`src/hdl/msc_pkg.sv`:
```
// Package for the mode select control register block
package msc_pkg;

	// ==========================================================
	// Register map
	localparam logic [3:0]  MSC_ADDR_MODE     = 4'h1;
	localparam logic [3:0]  MSC_ADDR_STATUS   = 4'h2;
	localparam logic [15:0] MSC_MODE_RESET    = 16'h0000;
	localparam logic [15:0] MSC_MODE_WMASK    = 16'h01FF;

	// ==========================================================
	// Field positions of internal_mode_select
	localparam int MSC_BIT_GO       = 0;
	localparam int MSC_BIT_VAL_LO   = 1;
	localparam int MSC_BIT_VAL_HI   = 3;
	localparam int MSC_BIT_TX_ON    = 4;
	localparam int MSC_BIT_RX_ON    = 5;
	localparam int MSC_BIT_LO_BIDIR = 6;
	localparam int MSC_BIT_UP_BIDIR = 7;

	// ==========================================================
	// Sizes
	localparam int MSC_STREAMS      = 32;
	localparam int MSC_HALF         = 16;
	localparam int MSC_CM_DEPTH     = 2048;
	localparam int MSC_VAL_W        = 3;

	// ==========================================================
	// Connection memory write port
	typedef struct packed {
		logic        we;
		logic [10:0] addr;
		logic [2:0]  data;
	} msc_cm_wr_t;

	typedef enum logic [0:0] {
		MSC_IDLE,
		MSC_FILL
	} msc_state_t;

endpackage

```
`src/hdl/msc_mode_select.sv`:
```
// Mode select register with bidirectional stream steering and block fill engine
// Functional notes
// [RQ1] Upper bidir bit 7: streams 16-31 inputs forced low, outputs bidirectional.
// [RQ2] Lower bidir bit 6: streams 0-15 inputs forced low, outputs bidirectional.
// [RQ3] Receiver global enable bit 5 low keeps every BER receiver off.
// [RQ4] Transmitter global enable bit 4 low keeps every BER transmitter off.
// [RQ5] With arm and go high, fill value bits 3-1 goes into every low memory word.
// [RQ6] Writing one to go while go is zero and arm is high starts block programming across the memory.
// [RQ7] Clearing go or arm during programming aborts; software keeps other bits steady.
`timescale 1ns/10ps
`default_nettype none

module msc_mode_select
	import msc_pkg::*;
#(
	parameter int CM_DEPTH = msc_pkg::MSC_CM_DEPTH
)(
	// Clock and reset
	input  wire logic                      sys_clk,
	input  wire logic                      reset_n,
	// Register port
	input  wire logic [3:0]                reg_addr,
	input  wire logic [15:0]               reg_wdata,
	input  wire logic                      reg_wr,
	input  wire logic                      reg_rd,
	output logic      [15:0]               reg_rdata,
	// Arm bit held in the control register
	input  wire logic                      block_fill_arm,
	// Stream pins
	input  wire logic [MSC_STREAMS-1:0]    serial_input_streams,
	input  wire logic [MSC_STREAMS-1:0]    serial_output_streams_in,
	output logic      [MSC_STREAMS-1:0]    stream_in_core,
	output logic      [MSC_STREAMS-1:0]    stream_bidir_en,
	// BER global enables
	output logic                           ber_rx_allow,
	output logic                           ber_tx_allow,
	// Low connection memory write port
	output msc_pkg::msc_cm_wr_t            cm_low_wr,
	output logic                           fill_busy
);

	import msc_pkg::*;

	localparam int AW = $clog2(CM_DEPTH);

	initial
	begin
		if (CM_DEPTH < 2 || CM_DEPTH > 2048 || (CM_DEPTH & (CM_DEPTH - 1)) != 0)
			$error("CM_DEPTH must be a power of two from 2 to 2048");
	end

	// ==========================================================
	// Helpers
	// True while the engine walks the memory
	function automatic logic is_filling(input msc_state_t s);
		is_filling = (s == MSC_FILL);
	endfunction

	// ==========================================================
	// Pin synchronisers
	logic [MSC_STREAMS-1:0] sin_s1_q;
	logic [MSC_STREAMS-1:0] sin_s2_q;
	logic [MSC_STREAMS-1:0] sio_s1_q;
	logic [MSC_STREAMS-1:0] sio_s2_q;
	logic                   arm_s1_q;
	logic                   arm_s2_q;

	always_ff @(posedge sys_clk or negedge reset_n)
	begin
		if (!reset_n)
		begin
			sin_s1_q <= '0;
			sin_s2_q <= '0;
			sio_s1_q <= '0;
			sio_s2_q <= '0;
			arm_s1_q <= 1'b0;
			arm_s2_q <= 1'b0;
		end
		else
		begin
			sin_s1_q <= serial_input_streams;
			sin_s2_q <= sin_s1_q;
			sio_s1_q <= serial_output_streams_in;
			sio_s2_q <= sio_s1_q;
			arm_s1_q <= block_fill_arm;
			arm_s2_q <= arm_s1_q;
		end
	end

	// ==========================================================
	// Register decode
	logic [15:0]  mode_q;
	logic [15:0]  mode_d;
	msc_state_t   state_q;
	msc_state_t   state_d;
	logic [AW-1:0] addr_q;
	logic [AW-1:0] addr_d;
	logic [15:0]  rdata_d;

	wire          sel_mode   = (reg_addr == MSC_ADDR_MODE);
	wire          sel_status = (reg_addr == MSC_ADDR_STATUS);
	wire          wr_mode   = reg_wr && sel_mode;
	wire          go_now    = mode_q[MSC_BIT_GO];
	wire          go_rise   = wr_mode && reg_wdata[MSC_BIT_GO] && !go_now;
	wire          last_word = (addr_q == AW'(CM_DEPTH - 1));
	wire          filling   = is_filling(state_q);
	// Abort as soon as either go or arm drops while filling
	wire          abort     = filling && (!go_now || !arm_s2_q); // RQ7
	wire          done      = filling && !abort && last_word;
	wire [MSC_VAL_W-1:0] fill_val = mode_q[MSC_BIT_VAL_HI:MSC_BIT_VAL_LO];

	// Go self-clears when the fill completes; a software write in the same cycle wins
	always_comb
	begin
		mode_d = mode_q;
		if (done)
			mode_d[MSC_BIT_GO] = 1'b0;
		if (wr_mode)
			mode_d = reg_wdata & MSC_MODE_WMASK;
	end

	// ==========================================================
	// Fill engine
	always_comb
	begin
		state_d = state_q;
		addr_d  = addr_q;
		unique case (state_q)
			MSC_IDLE:
			begin
				if (go_rise && arm_s2_q) // RQ6
				begin
					state_d = MSC_FILL;
					addr_d  = '0;
				end
			end
			MSC_FILL:
			begin
				if (abort || done) // RQ7
					state_d = MSC_IDLE;
				else
					addr_d = addr_q + AW'(1);
			end
		endcase
	end

	// Idle cycles and unmapped addresses read zero so the read bus can be ORed
	assign rdata_d = !reg_rd ? 16'h0000 :
		sel_mode   ? mode_q :
		sel_status ? {15'h0000, filling} :
		16'h0000;

	// ==========================================================
	// Stream steering
	wire [MSC_STREAMS-1:0] bidir_mask = {{MSC_HALF{mode_q[MSC_BIT_UP_BIDIR]}}, // RQ1
	                                     {MSC_HALF{mode_q[MSC_BIT_LO_BIDIR]}}}; // RQ2
	// In bidirectional mode data enters through the output pins, inputs read low
	wire [MSC_STREAMS-1:0] core_in_d  = (sin_s2_q & ~bidir_mask) | (sio_s2_q & bidir_mask);

	// One word per cycle; an abort drops the strobe in the cycle it is seen
	msc_cm_wr_t cm_d;
	assign cm_d = '{
		we:   filling && !abort, // RQ5
		addr: 11'(addr_q),
		data: fill_val // RQ5
	};

	// ==========================================================
	// Control state
	always_ff @(posedge sys_clk or negedge reset_n)
	begin
		if (!reset_n)
		begin
			mode_q  <= MSC_MODE_RESET;
			state_q <= MSC_IDLE;
			addr_q  <= '0;
		end
		else
		begin
			mode_q  <= mode_d;
			state_q <= state_d;
			addr_q  <= addr_d;
		end
	end

	// ==========================================================
	// Read port
	always_ff @(posedge sys_clk or negedge reset_n)
	begin
		if (!reset_n)
			reg_rdata <= 16'h0000;
		else
			reg_rdata <= rdata_d;
	end

	// ==========================================================
	// Registered outputs
	// BER gates take mode_d so they move on the same edge as the register
	always_ff @(posedge sys_clk or negedge reset_n)
	begin
		if (!reset_n)
		begin
			stream_in_core  <= '0;
			stream_bidir_en <= '0;
			ber_rx_allow    <= 1'b0;
			ber_tx_allow    <= 1'b0;
			cm_low_wr       <= '0;
			fill_busy       <= 1'b0;
		end
		else
		begin
			stream_in_core  <= core_in_d;
			stream_bidir_en <= bidir_mask;
			ber_rx_allow    <= mode_d[MSC_BIT_RX_ON]; // RQ3
			ber_tx_allow    <= mode_d[MSC_BIT_TX_ON]; // RQ4
			cm_low_wr       <= cm_d;
			fill_busy       <= is_filling(state_d);
		end
	end

endmodule

`default_nettype wire

```
`config.mk`:
```
export PLATFORM = sky130hd
export DESIGN_NAME = msc_mode_select
export DESIGN_NICKNAME = d
export VERILOG_FILES = /design/src/hdl/msc_pkg.sv /design/src/hdl/msc_mode_select.sv
export SDC_FILE = /design/constraint.sdc
export NUM_CORES = 1
export LEC_CHECK = 0
export BUFFER_PORTS_ARGS = -buffer_cell sky130_fd_sc_hd__buf_2
export CAP_MARGIN = 25
export CORE_MARGIN = 8
export CORE_UTILIZATION = 51
export CTS_CLUSTER_DIAMETER = 80
export DETAILED_ROUTE_END_ITERATION = 10
export PLACE_DENSITY = 0.86
export SLEW_MARGIN = 20
export SYNTH_ARGS = -nofsm -noshare
export SYNTH_HDL_FRONTEND = slang
export SYNTH_SLANG_ARGS = --single-unit
```
`constraint.sdc`:
```
create_clock -name sys_clk -period 1.85 [get_ports sys_clk]
set_input_delay 0.0925 -clock sys_clk [delete_from_list [all_inputs] [get_ports sys_clk]]
set_output_delay 0.0925 -clock sys_clk [all_outputs]
set_load 0.02 [all_outputs]
```
==> results of run 1 <==
==> layer usage <==
layer  vias up  global-route usage  part of all wire
met5         -                   0                 0
li1       1669                   -                 -
met1      1887              0.1840              0.36
met3        18             0.03889             0.068
met4         0             0.03801             0.013
met2       132              0.3294              0.56
==> stage by stage <==
step                        util  area, um^2  instances  hold slack [ns]   TNS [ns]
after floorplan                -        6494        373          -0.2031          0
after global placement    0.5882        7362        682           0.1090          0
after detailed placement  0.5882        7362        682           0.1237          0
after CTS                 0.7078        8860        798          0.05200          0
after global routing      0.7081        8864        798           0.1070  -0.003307
final                     0.7081        8864        798          0.08393          0
==> worst paths after layout <==
| path | startpoint | endpoint | slack, ns |
|---|---|---|---|
| setup / recovery | addr_q[1]$_DFFE_PN0P_ | addr_q[8]$_DFFE_PN0P_ | 0.12 |
| hold / removal | reg_addr[3] | addr_q[10]$_DFFE_PN0P_ | 0.08 |
| setup reg to reg | addr_q[1]$_DFFE_PN0P_ | addr_q[8]$_DFFE_PN0P_ | 0.12 |
| hold reg to reg | sio_s1_q[24]$_DFF_PN0_ | sio_s2_q[24]$_DFF_PN0_ | 0.34 |
| max in group asynchronous | reset_n | sin_s1_q[21]$_DFF_PN0_ | 0.99 |
| min in group asynchronous | reset_n | sin_s2_q[9]$_DFF_PN0_ | 0.17 |
==> timing repair <==
item	4_1_cts	5_1_grt
hold buffers	78	0
hold endpoints to repair	156	0
endpoints found under the setup margin	0	6
setup buffers	0	0
gates resized for setup	0	2
==> area by class of cell <==
| class | count | area (um^2) |
|---|---|---|
| clock buffer | 23 | 553.0 |
| clock inverter | 15 | 163.9 |
| fill | 791 | 3654 |
| inverter | 3 | 11.26 |
| multi-input combinational | 118 | 942.2 |
| sequential | 209 | 5230 |
| tap | 172 | 215.2 |
| timing repair buffer | 258 | 1748 |
==> worst min-delay path, delay by kind of cell <==
kind	cells	cell delay (ns)
and+or+nand+nor	3	0.30
buffers and inverters	1	0.07
AOI/OAI and AO/OA	1	0.06
==> report_power, final <==
group / leakage [nW] / internal (mW) / switching, mW
logic: 1.54 / 0.608 / 0.854
clock network: 0.360 / 2.59 / 1.66
registers: 2.49 / 4.94 / 0.221
total: 4.38 / 8.15 / 2.74
==> synth_stat cells, types with 2 or more instances <==
master / count
sky130_fd_sc_hd__buf_1: 2
sky130_fd_sc_hd__a211o_1: 5
sky130_fd_sc_hd__inv_1: 3
sky130_fd_sc_hd__nand4_1: 2
sky130_fd_sc_hd__buf_4: 38
sky130_fd_sc_hd__nor3_1: 5
sky130_fd_sc_hd__and3_2: 2
sky130_fd_sc_hd__o21ai_0: 3
sky130_fd_sc_hd__nand2_1: 8
sky130_fd_sc_hd__and2_1: 9
sky130_fd_sc_hd__dfrtp_1: 209
sky130_fd_sc_hd__and3_1: 6
sky130_fd_sc_hd__nand3_1: 12
sky130_fd_sc_hd__nand4_2: 2
sky130_fd_sc_hd__nor2b_1: 2
sky130_fd_sc_hd__mux2_2: 40
sky130_fd_sc_hd__buf_2: 2
==> flip-flops by register name, summed over array words and instances, names as in the netlist <==
register / count
sin_s2_q: 32
stream_bidir_en: 2
cm_low_wr: 15
sio_s2_q: 32
reg_rdata: 9
fill_busy: 1
arm_s1_q: 1
mode_q: 9
addr_q: 11
arm_s2_q: 1
sin_s1_q: 32
stream_in_core: 32
sio_s1_q: 32
==> cells by family (layout without fill, tap and decap cells) <==
logic type / Yosys count / after routing / share of synthesized area
and+or+nand+nor: 55 / 55 / 0.05143
adders and majority gates: 1 / 1 / 0.001933
DFF: 209 / 209 / 0.8082
AOI/OAI and AO/OA: 15 / 15 / 0.01798
muxes: 40 / 40 / 0.06961
other: 1 / 7 / 0.0005795
buffers and inverters: 46 / 299 / 0.05027
==> results.md, run 1 <==
- The worst-case headroom to the max-slew limit is 0.4725.
- The share of the synthesized area in the top cell type is 0.8082.
- The area growth from synthesis to layout is 36.97%.
- The worst setup path is captured at a flop.
- The depth of the most critical reg-to-reg path is 5.
- The critical path's largest stage delay is 0.40 ns.
- The final hold violation count is 0.
- The wire length of the first global-routing pass is 22080 um.
- The number of top-level pins is approximately 190.
- The buffer cell driving the clock tree root is sky130_fd_sc_hd__clkbuf_16.
- Counting flops and latches in the post-synthesis netlist gives 209.
- For this run, asynchronously set or reset flops after synthesis account for 1.000.
- The critical path crosses 5 cells after its start point.
- At the pin with the least slew margin, the transition time is 0.7913 ns.
- For this configuration, the core starts out at a cell density of 0.5170.
- The max-slew violation count is 0.
- The post-layout minimum cycle time is between 1.5 and 2 ns.
- The slowest stage of the critical path belongs to the cell sky130_fd_sc_hd__dfrtp_1.
- The die covers 16550 um^2.
- The type of the worst setup path is flop to flop.
- OpenSTA, run right after detailed placement, puts the worst setup slack at ~0.051 ns.
- The total power density per cell area is around 1200 nW/um^2.
- The period utilization is 0.9359.
- The number of nets in the layout is 701.
- The top fanout value on the critical path is 9.
- The number of DRC violations after detailed routing is 0.
- The remaining global-route overflow is 0.
- After synthesis, the cell types taking the most area are sky130_fd_sc_hd__dfrtp_1 (81%), sky130_fd_sc_hd__mux2_2 (7.0%), sky130_fd_sc_hd__buf_4 (4.4%).
- In this run the number of H-tree levels came out at 1.
- Of all cell types, the one taking the most synthesized area is sky130_fd_sc_hd__dfrtp_1.
- The register clock-pin slew on the reported worst setup and hold paths is 0.06 ns.
- The buffer levels on the longest clock path is 3.
- The number of different library cells in the post-synthesis netlist is 34.
- The synthesized instance count is 367.
- The number of sinks handled by clock tree synthesis is 209.
- Entering global routing, the biggest net connects 67 pins.
- The wire-length estimate of the detail-placed layout is 8494 um.
- In the synthesized netlist the dominant register cell turns out to be sky130_fd_sc_hd__dfrtp_1.
- The number of antenna violations at the first check in global routing came to 0.
- In this run the vertical extent of the chip is approximately 130 um.
- The leakage power is 4.382 nW.
- The clock tree skew after final layout is roughly 0.0061 ns.
- The latest clock arrival within the worst-skew pair is 0.48 ns.
- Along the worst hold path, the cell count comes to 5.
- From left edge to right edge, the die measures 128.6 um.
- For this run, the register share of the synthesized area comes to 0.8082.
- STA classifies the critical path startpoint as a flop.
- After synthesis, the mean cell area works out to 17.63 um^2.
- The worst path setup slack after routing is 0.1187 ns.
- Together, buffers and inverters on the worst path number 0.
- The worst-case IR drop observed on VDD is 951.3 uV.
- The final routed wirelength across all metal layers is 14000 um.
- The area of the core is ~13000 um^2.
- The vias after detailed routing is around 3700.
- The site row count is 41.
- In this design, the largest share of critical-path delay is due to compound AO/OA/AOI/OAI gates.
- The Yosys step of the flow raised 0 warnings.
- Total power for the finished layout comes to 10.88 mW.
- The number of antenna diodes in the final layout is 0.
- The synthesized area is 6471 um^2.
- The data required time of the worst path is 2.22 ns.
- The flow ran to the end, and the final reports show no timing, DRC or antenna violations.
- For this block, the initial DRC count from the detailed router was 182.
- The commonest non-fill, non-tap cell in the layout is sky130_fd_sc_hd__dfrtp_1.
- The global-route usage over all layers is 0.1705.
- The number of clock buffers added by TritonCTS is 21.
- For the worst setup path, the data arrival time is 2.10 ns.
- The number of endpoints failing setup at the final stage is 0.
- The number of global-route vias before repair was 4239.
- The first detailed-routing pass took 4 iterations.
- The CTS tree is done.
- The ratio of routed vias to standard cells is between 4 and 5.
- In the layout the commonest cells are sky130_fd_sc_hd__dfrtp_1 (209), sky130_fd_sc_hd__buf_2 (171), sky130_fd_sc_hd__dlygate4sd3_1 (78).
- The number of nets with antenna violations after routing is 0.
- In this run, synthesis inferred 0 flip-flops with an integrated enable.
- In this run the worst hold path is classified as primary input to flop.
- Dividing the detail-routed wire length by the instance count gives 17.55 um.
- Traced cell by cell, the critical path runs through ha_2, nand3_2, o31a_1, and3_1, a211o_1.
- The global placer's final weighted congestion is roughly 0.79.
- The number of violations of the max-capacitance limit is 0.
- The share of post-route cells with drive strength above 1 is 0.4265.
- The maximum frequency from static timing analysis is 0.5776 GHz.
- The count of buffers from port buffering is about 170.
(Power assumes the default switching activity.)
==> run 2, diff against run 1 <==
- CORE_UTILIZATION: 51 -> 25
- PLACE_DENSITY: 0.86 -> 0.51
==> results.md, run 2 (synthesized netlist as in run 1, its figures left out) <==
- The final hold violation count was 0.
- The non-filler instance count after layout is 965.
- The number of buffers inserted by post-CTS setup repair is 0.
- The number of placed cells counting well taps is 851.
- Of the available clock period, the critical path in the final layout requires 0.9395.
- The internal power of the cells is 8.357 mW.
- The overall die area is 31290 um^2.
- Setup violations remaining at the end of the flow were counted as 0.
- The clock period could shrink to 1.738 ns.
- The routed wirelength normalized by instance count is about 14 um.
- Setup repair after global routing left no endpoint under its margin.
- Power spread over the standard cell area amounts to 1209 nW/um^2.
- The design area is roughly 9100 um^2.
- The min-delay analysis places its worst path in the category primary input to flop.
- The net switching power is 2.689 mW.
- The y dimension of the die is 176.9 um.
- The count of buffers from port buffering is 172.
- After clock tree synthesis, the clock-pin slew on the worst setup and hold paths is 0.06 ns.
- Counting cells, the worst reg-to-reg path comes to 6.
- The top fanout value on the critical path is 11.
- The HPWL after detailed placement is 9363 um.
- The share of total power dissipated in the clock network is 0.402.
- The number of buffers added by the clock tree synthesis step is 22.
- The number of nets in the layout is 707.
- Measured along the x axis, the die boundary spans ~180 um.
- Across the run, the number of max-cap violations was 0.
- Leaving out fill and tap cells, the most frequent cells in the layout are sky130_fd_sc_hd__dfrtp_1 (209), sky130_fd_sc_hd__buf_2 (171), sky130_fd_sc_hd__dlygate4sd3_1 (77).
- The number of sinks handled by clock tree synthesis is 209.
- The first global-routing pass estimated 21780 um of wire.
- After routing, the total negative slack on setup checks comes to 0 ns.
- The number of diodes is 0.
- The kind of start point of the critical path is a flop.
- For the pin with the worst max-slew slack, the measured transition is 0.6130 ns.
- The area of the core is approximately 26000 um^2.
- The proportion of power drawn by flip-flops and latches is 0.464.
- The site row count is 59.
- The analysis attributes to cell leakage a power of 4.407 nW.
- The worst IR drop on VDD is 680.3 uV.
- The vias after detailed routing is 3691.
- The effective utilization at floorplan is 0.2512.
- The critical path data arrival time is 2.11 ns.
- The worst hold slack is 0.05248 ns.
- STA classifies the critical path endpoint as a flop.
- The final core utilization is 0.3545.
- The share of post-route cells with drive strength above 1 is 0.4254.
- The number of global-route vias before repair is 4222.
- The buffer cell driving the clock tree root is sky130_fd_sc_hd__clkbuf_16.
- The number of levels the H-tree was split into is 1.
- The share of total power dissipated in combinational logic is 0.134.
- The layout has 2428 filler cells.
- The global-route usage over all layers is 0.08636.
- The overall power of the completed layout is 11.05 mW.
- Of the total power, the share spent switching nets is 0.2434.
- Summed over all layers, the global routing overflow is 0.
- The worst-case headroom to the max-slew limit is 0.5914.
- The first routing iteration left 82 violations.
- The type of the worst setup path is flop to flop.
- The buffer levels on the longest clock path is 3.
- ~190 I/O pins were placed.
- The final layout contains routed wiring with a total length of 13600 um.
- The clock tree skew after final layout is 0.006470 ns.
- The area growth from synthesis to layout is 41.13%.
- Based on the critical path, the design can be clocked at up to 0.5754 GHz.
- The post-placement cell area is 7611 um^2.
- At the end of routability-driven placement, the weighted congestion stood at 0.7008.
- The number of antenna violations at the first check in global routing is 0.
- The pre-antenna-repair detailed-routing pass consisted of 4 iterations.
- The run finished with clean final reports.
- The CTS tree is done.
- For the worst-skew pair, the clock arrives at the later sink with an insertion delay of 0.49 ns.
- Timing analysis after detailed placement gives a worst setup slack of 0.06474 ns.
- The count of nets left with antenna violations once routing finished came out at 0.
- The commonest non-fill, non-tap cell in the layout is sky130_fd_sc_hd__dfrtp_1.
- After layout, the worst setup slack is ~0.11 ns.
- The data required time of the worst path is 2.23 ns.
- The number of DRC violations after detailed routing is 0.
- The worst hold path depth is 5.
- The pin count of the biggest net entering global routing is 73.
- The max-slew violation count came to 0.
- Using the TritonRoute via totals, the vias-per-cell ratio works out to 3.825.
==> run 2: changes by cell type in the layout (fill, tap and decap cells not counted) <==
cell / previous run / this run
sky130_fd_sc_hd__clkbuf_8: 3 / 4
sky130_fd_sc_hd__clkbuf_16: 21 / 23
sky130_fd_sc_hd__clkinvlp_4: 1 / 2
sky130_fd_sc_hd__dlygate4sd3_1: 78 / 77
sky130_fd_sc_hd__clkinv_2: 8 / 2
sky130_fd_sc_hd__clkbuf_1: 0 / 4
sky130_fd_sc_hd__clkinv_4: 1 / 0
sky130_fd_sc_hd__inv_6: 2 / 0
sky130_fd_sc_hd__buf_4: 5 / 11
==> run 2: path summary, 6_finish.rpt <==
check	start	endpoint	slack, ns
min in group asynchronous	reset_n	sio_s2_q[7]$_DFF_PN0_	0.18
hold / removal	reg_wr	addr_q[10]$_DFFE_PN0P_	0.05
hold reg to reg	sin_s1_q[12]$_DFF_PN0_	sin_s2_q[12]$_DFF_PN0_	0.34
max in group asynchronous	reset_n	sin_s1_q[8]$_DFF_PN0_	1.04
setup reg to reg	addr_q[1]$_DFFE_PN0P_	addr_q[7]$_DFFE_PN0P_	0.11
setup / recovery	addr_q[1]$_DFFE_PN0P_	addr_q[7]$_DFFE_PN0P_	0.11
==> run 2: critical path, stage by stage, from the launching register on <==
cell	delay, ns
sky130_fd_sc_hd__dfrtp_1	0.40
sky130_fd_sc_hd__ha_2	0.24
sky130_fd_sc_hd__nand3_2	0.11
sky130_fd_sc_hd__o31ai_2	0.29
sky130_fd_sc_hd__buf_4	0.22
sky130_fd_sc_hd__nor3_1	0.07
sky130_fd_sc_hd__a211o_1	0.28
==> run 2: routing by layer <==
layer,GRT usage,routed length (um),up-vias
li1,-,-,1681
met1,0.09698,5169,1854
met2,0.1539,7012,137
met3,0.02475,1149,19
met4,0.03047,265,0
met5,0,0,-
==> run 2: area by class of cell <==
class / count / area [um^2] / area share
clock buffer: 30 / 631.9 / 0.06919
tap: 335 / 419.2 / 0.04590
timing repair buffer: 263 / 1783 / 0.1952
sequential: 209 / 5230 / 0.5727
multi-input combinational: 118 / 942.2 / 0.1032
clock inverter: 7 / 115.1 / 0.01260
inverter: 3 / 11.26 / 0.001233
==> run 2: power by group through the flow <==
stage / combinational, mW / sequential (mW) / clock [mW]
4_1_cts: 1.52 / 5.14 / 4.62
3_3_place_gp: 1.38 / 5.20 / 0
2_1_floorplan: 0.744 / 5.40 / 0
3_5_place_dp: 1.39 / 5.22 / 0
5_1_grt: 1.59 / 5.18 / 4.80
6_report: 1.48 / 5.13 / 4.44
==> run 2: what timing repair did <==
action / in CTS / in global routing
hold endpoints to repair: 139 / 0
setup endpoints to repair: 0 / 5
resized for setup: 0 / 2
hold buffers: 77 / 0
==> run 3, diff against run 2 <==
- ABC_AREA: not set -> 1
- PLACE_DENSITY: 0.51 -> 0.4
- clock period: 1.85 -> 1.7 ns (I/O delays scaled with it)
==> results.md, run 3 <==
- The flow ran to the end, and the final reports show no timing, DRC or antenna violations.
- The number of different library cells in the post-synthesis netlist is 26.
- The flip-flop cell with the highest count after synthesis is sky130_fd_sc_hd__dfrtp_1.
- Adding up every negative setup slack in the final design gives 0 ns.
- The filler cells instantiated in the layout total ~2600.
- Static timing analysis puts the maximum clock frequency at 0.6375 GHz.
- The share of post-route cells with drive strength above 1 is 0.3170.
- The non-filler instance count after layout is between 1000 and 1500.
- The count of buffers from port buffering is 172.
- TritonCTS built the clock tree.
- The core region is 25980 um^2.
- The number of levels the H-tree was split into is 1.
- The first global-routing pass estimated between 20000 and 25000 um of wire.
- The number of buffers added by the clock tree synthesis step is 24.
- The most common cell in the netlist is sky130_fd_sc_hd__dfrtp_1.
- The net count of the finished layout is 827.
- The share of the synthesized area in the top cell type is 0.7947.
- Summing over every cut layer, the via total after detailed routing is 4054.
- For this design, the sink count on the clock tree is 209.
- The depth of the most critical reg-to-reg path is 8.
- The share of synthesized registers carrying an async set or reset is 1.000.
- The register clock-pin slew on the reported worst setup and hold paths is 0.06 ns.
- The kind of start point of the critical path is a primary input.
- The data required time of the worst path is 2.14 ns.
- For this run, design rule violations remaining after detail routing come to 0.
- The first routing iteration left 191 violations.
- The global placer's final weighted congestion is 0.7358.
- The die extent in x is 178.3 um.
- In the final layout, flip-flops and latches occupy 5230 um^2.
- In this run the critical register-to-register path is launched from addr_q[1]$_DFFE_PN0P_.
- In the finished design, the share of the clock period the worst path needs comes to 0.9228.
- The effective utilization at floorplan is 0.2533.
- Measured on the finished design, the core utilization comes to 0.3573.
- The commonest cells after synthesis are sky130_fd_sc_hd__dfrtp_1 (209), sky130_fd_sc_hd__nand2_1 (146), sky130_fd_sc_hd__buf_4 (38), sky130_fd_sc_hd__inv_1 (18).
- The area of combinational cells with multiple inputs is 975.9 um^2.
- The largest single stage delay on the critical path is between 0.5 and 0.6 ns.
- The number of diodes is 0.
- Counting flops and latches in the post-synthesis netlist gives 209.
- In the post-synthesis netlist, the biggest area contributors are sky130_fd_sc_hd__dfrtp_1 (79%), sky130_fd_sc_hd__nand2_1 (8.3%), sky130_fd_sc_hd__buf_4 (4.3%).
- In the layout the commonest cells are sky130_fd_sc_hd__dfrtp_1 (209), sky130_fd_sc_hd__buf_2 (171), sky130_fd_sc_hd__nand2_1 (146).
- The slowest stage cell on the critical path is sky130_fd_sc_hd__dlygate4sd3_1.
- After layout, the minimum clock period comes to 1.569 ns.
- Entering global routing, the biggest net connects 66 pins.
- The number of placed cells counting well taps is just under 1000.
- The buffer levels on the longest clock path is 3.
- The worst register-to-register path has a setup slack of 0.17 ns.
- The site row count is 59.
- The total overflow left after global routing is 0.
- The commonest non-fill, non-tap cell in the layout is sky130_fd_sc_hd__dfrtp_1.
- In this run the critical register-to-register path is captured at addr_q[2]$_DFFE_PN0P_.
- The number of enable-type register cells in the synthesized netlist is 0.
- Setup repair after global routing left no endpoint under its margin.
- The max-slew violation count is 0.
- The HPWL after detailed placement is 9894 um.
- After detailed routing, the number of vias per cell comes to 3.723.
- The final hold violation count is 0.
- The average footprint of a synthesized cell is 13.54 um^2.
- The global-route usage over all layers is 0.09250.
- Traced cell by cell, the critical path runs through dlygate4sd3_1, buf_2, nand3_1, o22ai_1, dlygate4sd3_1.
- The top fanout value on the critical path is 9.
- The worst IR drop on VDD is 638.0 uV.
- The worst hold path class is primary input to asynchronous set/reset pin.
- The clock tree skew after final layout is 0.006782 ns.
- The number of iterations in the first detailed-routing pass is 4.
- Setup violations remaining at the end of the flow were counted as 0.
- The y dimension of the die is around 180 um.
- The cell type with the highest occurrence count on the critical path is sky130_fd_sc_hd__dlygate4sd3_1.
- Dividing the detail-routed wire length by the instance count gives 13.41 um.
- The end point of the critical path is reg_rdata[0]$_DFF_PN0_.
- In this run the worst setup path begins at reg_rd.
- The share of synthesized area occupied by flip-flops and latches is 0.7947.
- The post-synthesis to final-layout area growth is 41.06%.
- sky130_fd_sc_hd__dfrtp_1 takes more of the synthesized area than any other cell.
- The analysis attributes to cell leakage a power of 4.593 nW.
- The worst-case headroom to the max-slew limit is 0.6215.
- The number of global-route vias before repair came to between 4000 and 5000.
- In the synthesized netlist, the number of instances is 486.
- Max-cap violations in this run came to 0.
- The synthesized area is ~6600 um^2.
- The count of nets left with antenna violations once routing finished came out at 0.
- At the pin with the least slew margin, the transition time is 0.5662 ns.
- The tree is rooted in a sky130_fd_sc_hd__clkbuf_16.
- The latest clock arrival within the worst-skew pair is 0.51 ns.
- STA puts the critical path data arrival time at around 2.0 ns.
- The overall die area is 31770 um^2.
- The routed design has 14600 um of wire.
- Dividing total power by cell area gives a power density of 1374 nW/um^2.
- The number of antenna violations at the first check in global routing is 0.
- The type of the worst setup path is primary input to flop.
- The worst setup path is captured at a flop.
- During synthesis, Yosys emitted a total of 0 warnings.
- The number of top-level pins is ~190.
[run 3: cell types whose count changed after synthesis, moves of 4 or more]
cell                       delta
sky130_fd_sc_hd__and2_1       -9
sky130_fd_sc_hd__nor2_1      +14
sky130_fd_sc_hd__clkbuf_1     +4
sky130_fd_sc_hd__nor3_1       -5
sky130_fd_sc_hd__nand2_1    +138
sky130_fd_sc_hd__and3_1       -6
sky130_fd_sc_hd__a211o_1      -5
sky130_fd_sc_hd__o21ai_0      +7
sky130_fd_sc_hd__inv_1       +15
sky130_fd_sc_hd__mux2_2      -40
[run 3: what timing repair did]
| action | 4_1_cts | 5_1_grt |
|---|---|---|
| resized for setup | 0 | 4 |
| hold buffers | 78 | 0 |
| setup buffers | 0 | 2 |
| setup endpoints to repair | 0 | 9 |
| hold endpoints to repair | 284 | 0 |
[run 3: kinds of logic (layout without fill, tap and decap cells)]
family                   after synthesis  count (layout)  synth area share
AO/OA/AOI/OAI                         12              12          0.009697
XOR/XNOR                               3               3          0.003993
adder cells (fa/ha/maj)                1               1          0.001901
buffers and inverters                 67             329           0.06293
flip-flops                           209             209            0.7947
other                                  1               7         0.0005698
AND/OR/NAND/NOR                      193             193            0.1262
[run 3: final cells by class]
cell class	count	area share
well taps	335	0.04515
flip-flops and latches	209	0.5633
multi-input cells	216	0.1051
repair buffers	265	0.1941
inverters	21	0.008895
clock inverters	11	0.01226
clock buffers	32	0.07116
[run 3: how the worst min path moves through the flow]
stage               slack [ns]         from  cells past startpoint                     to
global route              0.14      reset_n                      2  sio_s1_q[7]$_DFF_PN0_
floorplan                -0.21      reset_n                      0  addr_q[0]$_DFFE_PN0P_
global placement          0.07      reset_n                      1  sio_s1_q[7]$_DFF_PN0_
detailed placement        0.07      reset_n                      1  sio_s2_q[7]$_DFF_PN0_
CTS                       0.08  reg_addr[2]                      5  mode_q[0]$_DFFE_PN0P_
finish                    0.10      reset_n                      2  sin_s2_q[7]$_DFF_PN0_
[run 3: metrics by stage]
step	cell area, um^2	power, mW	hold WS [ns]	setup slack [ns]
after floorplan	6604	7.135	-0.2106	0.3236
final	9284	12.76	0.1014	0.1313
after global routing	9284	13.49	0.1438	0.004583
after CTS	9249	13.04	0.07979	0.1114
after detailed placement	7694	7.837	0.06723	0.1086
after global placement	7694	7.821	0.06514	0.1599
[run 3: layer usage]
| layer | vias to the layer above | global-route usage | wire length, um |
|---|---|---|---|
| li1 | 1965 | - | - |
| met1 | 1922 | 0.1177 | 6346 |
| met2 | 139 | 0.1494 | 6555 |
| met3 | 28 | 0.02604 | 1342 |
| met4 | 0 | 0.03135 | 357 |
| met5 | - | 0 | 0 |
[run 3: report_power, final]
group	total, mW	switching (mW)	leakage (nW)	internal, mW
Clock	4.91	2.00	0.363	2.91
Combinational	2.12	1.37	1.78	0.749
Sequential	5.72	0.247	2.45	5.48
[run 3: worst max-delay path, delay by kind of cell]
kind / cells / cell delay, ns
AOI/OAI and AO/OA: 1 / 0.31
buffers and inverters: 3 / 1.20
and+or+nand+nor: 1 / 0.40
